File: config.mk
export PLATFORM = sky130hd
export DESIGN_NAME = fsl_lamp_driver
export DESIGN_NICKNAME = d
export VERILOG_FILES = /design/src/pkg/fsl_pkg.sv /design/src/rtl/fsl_lamp_driver.sv
export SDC_FILE = /design/constraint.sdc
export NUM_CORES = 1
export LEC_CHECK = 0
export BUFFER_PORTS_ARGS = -buffer_cell sky130_fd_sc_hd__clkbuf_2
export CAP_MARGIN = 20
export CORE_UTILIZATION = 30
export CTS_BUF_LIST = sky130_fd_sc_hd__clkbuf_8
export CTS_CLUSTER_SIZE = 10
export DETAILED_ROUTE_END_ITERATION = 16
export PLACE_DENSITY = 0.49
export SKIP_CTS_REPAIR_TIMING = 1
export SLEW_MARGIN = 20
export SYNTH_ARGS = -nofsm -noshare
export SYNTH_HDL_FRONTEND = slang
export SYNTH_SLANG_ARGS = --single-unit
File: constraint.sdc
create_clock -name clock -period 1.95 [get_ports clock]
set_input_delay 0.2925 -clock clock [delete_from_list [all_inputs] [get_ports clock]]
set_output_delay 0.2925 -clock clock [all_outputs]
set_load 0.02 [all_outputs]
File: src/pkg/fsl_pkg.sv
// Constants and carrier types for the network status lamp driver.
// Assumes a single 25 MHz clock; the phase and flicker times are converted to cycle counts here.
package fsl_pkg;
  localparam int unsigned CLOCK_HZ = 25000000;
  localparam int unsigned PHASE_MS = 200;
  localparam int unsigned FLICKER_MS = 50;
  localparam int unsigned LONG_OFF_MS = 1000;
  localparam int unsigned PHASE_CYC = CLOCK_HZ / 1000 * PHASE_MS;
  localparam int unsigned FLICKER_CYC = CLOCK_HZ / 1000 * FLICKER_MS;
  localparam int unsigned NUM_PORTS = 2;
  localparam int unsigned SLOT_W = 3;
  localparam logic [SLOT_W-1:0] SLOT_LAST = 3'h5;
  localparam logic [5:0] SINGLE_PAT = 6'h01;
  localparam logic [5:0] DOUBLE_PAT = 6'h05;
  localparam logic [5:0] BLINK_PAT = 6'h15;

  typedef enum logic [3:0] {
    FSL_INIT = 4'h1,
    FSL_PREOP = 4'h2,
    FSL_SAFEOP = 4'h4,
    FSL_OP = 4'h8
  } fsl_comm_state_t;

  typedef struct packed {
    logic boot_error;
    logic pdi_watchdog;
    logic sm_watchdog;
    logic sync_error;
    logic state_refused;
  } fsl_faults_t;

  typedef struct packed {
    logic [NUM_PORTS-1:0] cable_present;
    logic [NUM_PORTS-1:0] traffic;
    logic controller_running;
  } fsl_ports_t;
endpackage

File: src/rtl/fsl_lamp_driver.sv
// Network status lamp driver: state lamp, fault lamp and per-port activity lamps.
// Assumes inputs are synchronous to clock; lamps are active high levels.
`timescale 1ns/10ps
module fsl_lamp_driver
  import fsl_pkg::*;
#(
  parameter int unsigned PHASE_CYCLES = PHASE_CYC,
  parameter int unsigned FLICKER_CYCLES = FLICKER_CYC
) (
  input wire logic clock,
  input wire logic reset,
  input wire fsl_pkg::fsl_comm_state_t comm_state,
  input wire fsl_pkg::fsl_faults_t faults,
  input wire fsl_pkg::fsl_ports_t ports,
  output logic state_lamp,
  output logic fault_lamp,
  output logic [fsl_pkg::NUM_PORTS-1:0] port_activity_lamp
);
  import fsl_pkg::*;

  // The 1.2 s frame is six 0.2 s slots; patterns pick lit slots.
  typedef struct packed {
    logic [23:0] phase_cnt;
    logic [SLOT_W-1:0] slot;
    logic [23:0] flick_cnt;
    logic flick;
    logic state_lamp;
    logic fault_lamp;
    logic [NUM_PORTS-1:0] port_lamp;
  } fsl_regs_t;

  fsl_regs_t r_q;
  fsl_regs_t r_d;

  function automatic logic pat_on(input logic [5:0] pat, input logic [SLOT_W-1:0] s);
    pat_on = pat[s];
  endfunction

  always_comb begin
    r_d = r_q;
    if (r_q.phase_cnt >= 24'(PHASE_CYCLES - 1)) begin
      r_d.phase_cnt = 24'h000000;
      r_d.slot = (r_q.slot == SLOT_LAST) ? 3'h0 : 3'(r_q.slot + 3'h1);
    end else begin
      r_d.phase_cnt = 24'(r_q.phase_cnt + 24'h000001);
    end
    if (r_q.flick_cnt >= 24'(FLICKER_CYCLES - 1)) begin
      r_d.flick_cnt = 24'h000000;
      r_d.flick = ~r_q.flick;
    end else begin
      r_d.flick_cnt = 24'(r_q.flick_cnt + 24'h000001);
    end
    case (comm_state)
      FSL_INIT: r_d.state_lamp = 1'b0;
      FSL_PREOP: r_d.state_lamp = pat_on(BLINK_PAT, r_q.slot);
      FSL_SAFEOP: r_d.state_lamp = pat_on(SINGLE_PAT, r_q.slot);
      FSL_OP: r_d.state_lamp = 1'b1;
      default: r_d.state_lamp = 1'b0;
    endcase
    // Priority: boot, PDI, SM watchdog, sync, refusal.
    if (faults.boot_error) begin
      r_d.fault_lamp = r_q.flick;
    end else if (faults.pdi_watchdog) begin
      r_d.fault_lamp = 1'b1;
    end else if (faults.sm_watchdog) begin
      r_d.fault_lamp = pat_on(DOUBLE_PAT, r_q.slot);
    end else if (faults.sync_error) begin
      r_d.fault_lamp = pat_on(SINGLE_PAT, r_q.slot);
    end else if (faults.state_refused) begin
      r_d.fault_lamp = pat_on(BLINK_PAT, r_q.slot);
    end else begin
      r_d.fault_lamp = 1'b0;
    end
    for (int i = 0; i < int'(NUM_PORTS); i++) begin
      if (ports.traffic[i]) begin
        r_d.port_lamp[i] = r_q.flick;
      end else if (ports.cable_present[i]) begin
        r_d.port_lamp[i] = 1'b1;
      end else begin
        r_d.port_lamp[i] = 1'b0;
      end
    end
  end

  always_ff @(posedge clock or posedge reset) begin
    if (reset) begin
      r_q <= '0;
    end else begin
      r_q <= r_d;
    end
  end

  assign state_lamp = r_q.state_lamp;
  assign fault_lamp = r_q.fault_lamp;
  assign port_activity_lamp = r_q.port_lamp;

  a_init_dark: assert property (@(posedge clock) disable iff (reset)
    comm_state == FSL_INIT |=> !state_lamp) else $error("state lamp lit in init");
  a_op_lit: assert property (@(posedge clock) disable iff (reset)
    comm_state == FSL_OP |=> state_lamp) else $error("state lamp dark in op");
  a_preop_blink: assert property (@(posedge clock) disable iff (reset)
    comm_state == FSL_PREOP |=> state_lamp == !r_q.slot[0] || r_q.phase_cnt == 24'h0)
    else $error("preop blink wrong");
  a_fault_dark: assert property (@(posedge clock) disable iff (reset)
    faults == '0 |=> !fault_lamp) else $error("fault lamp lit without error");
  a_pdi_steady: assert property (@(posedge clock) disable iff (reset)
    !faults.boot_error && faults.pdi_watchdog |=> fault_lamp) else $error("pdi lamp dark");
  a_boot_flicker: assert property (@(posedge clock) disable iff (reset)
    faults.boot_error |=> fault_lamp == $past(r_q.flick)) else $error("boot flicker wrong");
  a_port_dark: assert property (@(posedge clock) disable iff (reset)
    ports.cable_present == '0 && ports.traffic == '0 |=> port_activity_lamp == '0)
    else $error("port lamp lit without cable");
  a_port_steady: assert property (@(posedge clock) disable iff (reset)
    ports.cable_present[0] && !ports.traffic[0] |=> port_activity_lamp[0])
    else $error("port lamp dark with cable");
  a_refused_blink: assert property (@(posedge clock) disable iff (reset)
    faults == 5'h01 |=> fault_lamp == pat_on(BLINK_PAT, $past(r_q.slot)))
    else $error("refusal blink wrong");

  // State lamp patterns beyond Init and Op.
  // A slot change between sample and check is exempted, as in the blink check above.
  a_safeop_flash: assert property (@(posedge clock) disable iff (reset)
    comm_state == FSL_SAFEOP |=> state_lamp == (r_q.slot == 3'h0) || r_q.phase_cnt == 24'h0)
    else $error("safeop flash wrong");
  a_invalid_dark: assert property (@(posedge clock) disable iff (reset)
    !(comm_state inside {FSL_INIT, FSL_PREOP, FSL_SAFEOP, FSL_OP}) |=> !state_lamp)
    else $error("state lamp lit for bad state code");

  // Fault lamp patterns for the watchdog and sync conditions, and boot error over PDI.
  a_sync_single: assert property (@(posedge clock) disable iff (reset)
    faults == 5'h02 |=> fault_lamp == pat_on(SINGLE_PAT, $past(r_q.slot)))
    else $error("sync flash wrong");
  a_sync_first: assert property (@(posedge clock) disable iff (reset)
    faults == 5'h03 |=> fault_lamp == pat_on(SINGLE_PAT, $past(r_q.slot)))
    else $error("sync does not beat refusal");
  a_sm_double: assert property (@(posedge clock) disable iff (reset)
    !faults.boot_error && !faults.pdi_watchdog && faults.sm_watchdog
    |=> fault_lamp == pat_on(DOUBLE_PAT, $past(r_q.slot)))
    else $error("watchdog double flash wrong");
  a_boot_first: assert property (@(posedge clock) disable iff (reset)
    faults.boot_error && faults.pdi_watchdog |=> fault_lamp == $past(r_q.flick))
    else $error("boot does not beat pdi");

  // Port lamps, checked port by port, then all ports together when idle.
  a_traffic0_flick: assert property (@(posedge clock) disable iff (reset)
    ports.traffic[0] |=> port_activity_lamp[0] == $past(r_q.flick))
    else $error("port0 flicker wrong");
  a_traffic1_flick: assert property (@(posedge clock) disable iff (reset)
    ports.traffic[1] |=> port_activity_lamp[1] == $past(r_q.flick))
    else $error("port1 flicker wrong");
  a_port1_steady: assert property (@(posedge clock) disable iff (reset)
    ports.cable_present[1] && !ports.traffic[1] |=> port_activity_lamp[1])
    else $error("port1 lamp dark with cable");
  a_port0_dark: assert property (@(posedge clock) disable iff (reset)
    !ports.cable_present[0] && !ports.traffic[0] |=> !port_activity_lamp[0])
    else $error("port0 lamp lit without cable");
  a_port1_dark: assert property (@(posedge clock) disable iff (reset)
    !ports.cable_present[1] && !ports.traffic[1] |=> !port_activity_lamp[1])
    else $error("port1 lamp lit without cable");
  // A stopped controller with no cable and no traffic anywhere leaves every port lamp dark.
  a_idle_dark: assert property (@(posedge clock) disable iff (reset)
    !ports.controller_running && ports.cable_present == '0 && ports.traffic == '0
    |=> port_activity_lamp == '0)
    else $error("port lamp lit while idle");

  // Frame timebase: six slots of PHASE_CYCLES, slot 0 first.
  a_slot_range: assert property (@(posedge clock) disable iff (reset)
    r_q.slot <= SLOT_LAST)
    else $error("slot out of frame");
  a_phase_range: assert property (@(posedge clock) disable iff (reset)
    32'(r_q.phase_cnt) < PHASE_CYCLES)
    else $error("phase counter overrun");
  a_slot_step: assert property (@(posedge clock) disable iff (reset)
    r_q.phase_cnt == 24'(PHASE_CYCLES - 1) |=> $changed(r_q.slot))
    else $error("slot did not advance");
  a_slot_hold: assert property (@(posedge clock) disable iff (reset)
    r_q.phase_cnt != 24'(PHASE_CYCLES - 1) |=> $stable(r_q.slot))
    else $error("slot moved early");
  a_frame_wrap: assert property (@(posedge clock) disable iff (reset)
    r_q.slot == SLOT_LAST && r_q.phase_cnt == 24'(PHASE_CYCLES - 1) |=> r_q.slot == 3'h0)
    else $error("frame did not wrap");

  // Flicker timebase: the level toggles once every FLICKER_CYCLES.
  a_flick_range: assert property (@(posedge clock) disable iff (reset)
    32'(r_q.flick_cnt) < FLICKER_CYCLES)
    else $error("flicker counter overrun");
  a_flick_toggle: assert property (@(posedge clock) disable iff (reset)
    r_q.flick_cnt == 24'(FLICKER_CYCLES - 1) |=> $changed(r_q.flick))
    else $error("flicker did not toggle");
  a_flick_hold: assert property (@(posedge clock) disable iff (reset)
    r_q.flick_cnt != 24'(FLICKER_CYCLES - 1) |=> $stable(r_q.flick))
    else $error("flicker toggled early");

  c_preop: cover property (@(posedge clock) comm_state == FSL_PREOP ##1 state_lamp);
  c_boot: cover property (@(posedge clock) faults.boot_error ##1 fault_lamp);
  c_safeop: cover property (@(posedge clock) comm_state == FSL_SAFEOP ##1 state_lamp);
  c_sm_wd: cover property (@(posedge clock) faults.sm_watchdog ##1 fault_lamp);
  c_traffic: cover property (@(posedge clock) ports.traffic[1] ##1 port_activity_lamp[1]);
endmodule

==> results_dict.tcl <==
set metrics [dict create \
    rsz0062_at_grt "no" \
    syn_inst 274 \
    max-cap-violations 0 \
    area_growth_pct 16.9 \
    wirelength_microns 4930 \
    status "completed" \
    ys.flop_type "dfrtp_1" \
    worst-path-stages 7 \
    crit_type "reg2reg" \
    drv_slew 0 \
    finalSetupTns_ns 0 \
    min_path_type "in2async" \
    diodes 0 \
    antenna_found_initial 0 \
    post-route-cell-area_sq_um 3220 \
    cts_tree "done" \
    synth_seq_cells 56 \
    finalCritPeriodShare_pct 92.9 \
    drc 0 \
    port_buffers 18 \
    slew_headroom_pct 58.6 \
    power_frac_seq_pct 55.5 \
    place_congestion 0.788 \
    num_rows 34 \
    vdd_drop_max_mv 0.263 \
    yosysWarnings 0 \
    root_buffer "clkbuf_8" \
    p_clk_share_pct 33.8 \
    start_util_pct 31.3 \
    intPower_uw 1720 \
    combPwrFrac_pct 10.6 \
    grt_pass1_vias 1980 \
    fp.coreArea_sq_um 8810 \
    p_total_uw 2290 \
    critPathArrivalTime_ns 2.02 \
    syn_area_per_cell_sq_um 10.0 \
    finalHoldViolations 0 \
    ys_seq_area_share_pct 50.9 \
    layout.cells.non_filler 422 \
    critPathLaunchType "flop" \
    netlist_area_sq_um 2750 \
    place_area_sq_um 3080 \
    dp.cells 413 \
    clkLatencyLatePin_ns 0.31 \
    dr_total_vias 1931 \
    yosys.area.top_type "dfrtp_1" \
    firstDrtPassIters 4 \
    die_x_microns 97.8 \
    dieArea_sq_um 9560 \
    ys_top_cells_by_count "58 x nor2_1, 56 x dfrtp_1, 24 x xor2_1" \
    critPathBufInv 2 \
    pin_count 20 \
    die_h_microns 97.8 \
    max_freq_ghz 0.552 \
    cp_cell_sequence "buf_4 -> a211o_1 -> a21oi_1 -> o211ai_1 -> or2_4 -> buf_6 -> o21a_1" \
    drt-initial-drc-count 67 \
    grt_pass1_wl_microns 8890 \
    cp.required_ns 2.16 \
    track_usage_pct 11.4 \
    synth.area.top_cells "dfrtp_1 51%, nor2_1 7.9%, xor2_1 7.6%" \
    synth_top_area_share_pct 50.9 \
    cts.sinks 56 \
    ys_types 40 \
    reg2regPathDepth 7 \
    overflow 0 \
    p_switching_uw 564 \
    synth-edff-count 0 \
    whs_ns 0.0295 \
    vias_per_cell 4.58 \
    cp_slowest_stage_delay_ns 0.41 \
    switching_share_pct 24.7 \
    tightest_slew_ns 0.620 \
    grt_start_max_net_pins 30 \
    drive_gt1_share_pct 20.1 \
    antenna_left 0 \
    cts.path.max_buffers 2 \
    cts.clk_slew.worst_paths_ns 0.11 \
    critical_path.top_delay_family "compound AO/OA/AOI/OAI gates" \
    h-tree-depth 2 \
    cellLeakagePower_uw 0.00138 \
    path_max_fanout 8 \
    numCtsBuffers 5 \
    nets 331 \
    powerDensity_nw_per_um2 711 \
    crit_path_end_kind "flop" \
    async_reset_ff_share_pct 100 \
    avgRoutedWirePerCell_microns 11.7 \
    clock_skew_ns 0.0151 \
    synth.most_common_cell "nor2_1" \
    post-route-min-period_ns 1.81 \
    post-dp-hpwl_microns 3510 \
    finalSetupViolCount 0 \
    crit_slowest_cell "dfrtp_1" \
]
kinds of logic (layout without fill, tap and decap cells):
family                   after synthesis  in the layout  synth area share [%]
multiplexers                           5              5                  2.00
XOR/XNOR                              38             38                  12.4
flip-flops                            56             56                  50.9
AND/OR/NAND/NOR                      134            134                  23.4
other                                  1              4                 0.136
AO/OA/AOI/OAI                         21             21                  6.32
buffers and inverters                 17             54                  4.00
adder cells (fa/ha/maj)                2              2                 0.909
per-stage QoR:
step                      setup WS [ns]  utilization, %
after detailed placement         0.0598            35.0
after global routing             0.0219            36.5
after CTS                      0.000502            36.2
after floorplan                   0.201               -
after global placement           0.0322            35.0
final                             0.139            36.5
metal layers:
metal | track usage [%] | part of all wire [%] | vias to the layer above
met4 | 4.20 | 1.2 | 0
met5 | 0 | 0 | -
met2 | 19.1 | 47 | 15
met1 | 14.4 | 49 | 910
li1 | - | - | 1001
met3 | 2.65 | 2.6 | 5
cells in the final DEF, fill, tap and decap left out, types with 3 or more instances in the layout:
cell type,count
nor2_1,58
dfrtp_1,56
xor2_1,24
nand2_1,19
clkbuf_2,18
buf_4,18
nand4_1,14
xnor2_1,13
nand3_1,12
inv_1,7
nor3_1,7
a21oi_1,6
and3_1,5
clkbuf_8,5
nor4_1,4
nor2b_1,4
mux2_2,4
conb_1,4
nor4_2,3
power groups by stage:
stage | logic, uW | clock network [uW] | registers, uW
floorplan | 183 | 0 | 1290
global placement | 242 | 0 | 1290
detailed placement | 244 | 0 | 1300
CTS | 246 | 810 | 1270
global route | 276 | 851 | 1280
finish | 244 | 774 | 1270
sequential cells by signal, indices dropped and copies added, names as in the netlist:
signal / count
r_q: 52
port_activity_lamp: 2
state_lamp: 1
fault_lamp: 1
final timing paths:
check / endpoint / slack [ns] / from
max: r_q[29]$_DFFE_PP0N_ / 0.14 / r_q[44]$_DFF_PP0_
min: r_q[48]$_DFF_PP0_ / 0.03 / reset
max reg2reg: r_q[29]$_DFFE_PP0N_ / 0.14 / r_q[44]$_DFF_PP0_
min reg2reg: r_q[32]$_DFF_PP0_ / 0.49 / r_q[32]$_DFF_PP0_
max in group asynchronous: r_q[26]$_DFF_PP0_ / 1.36 / reset
min in group clock: state_lamp$_DFF_PP0_ / 0.12 / comm_state[0]
cell type report:
cell class / instances / area (sq um)
timing repair buffer: 39 / 277
sequential: 56 / 1400
tap: 108 / 135
inverter: 7 / 26.3
clock buffer: 5 / 68.8
multi-input combinational: 204 / 1270
clock inverter: 3 / 42.5
fill: 891 / 5590
Note: power is estimated with default switching activity, not from simulation.
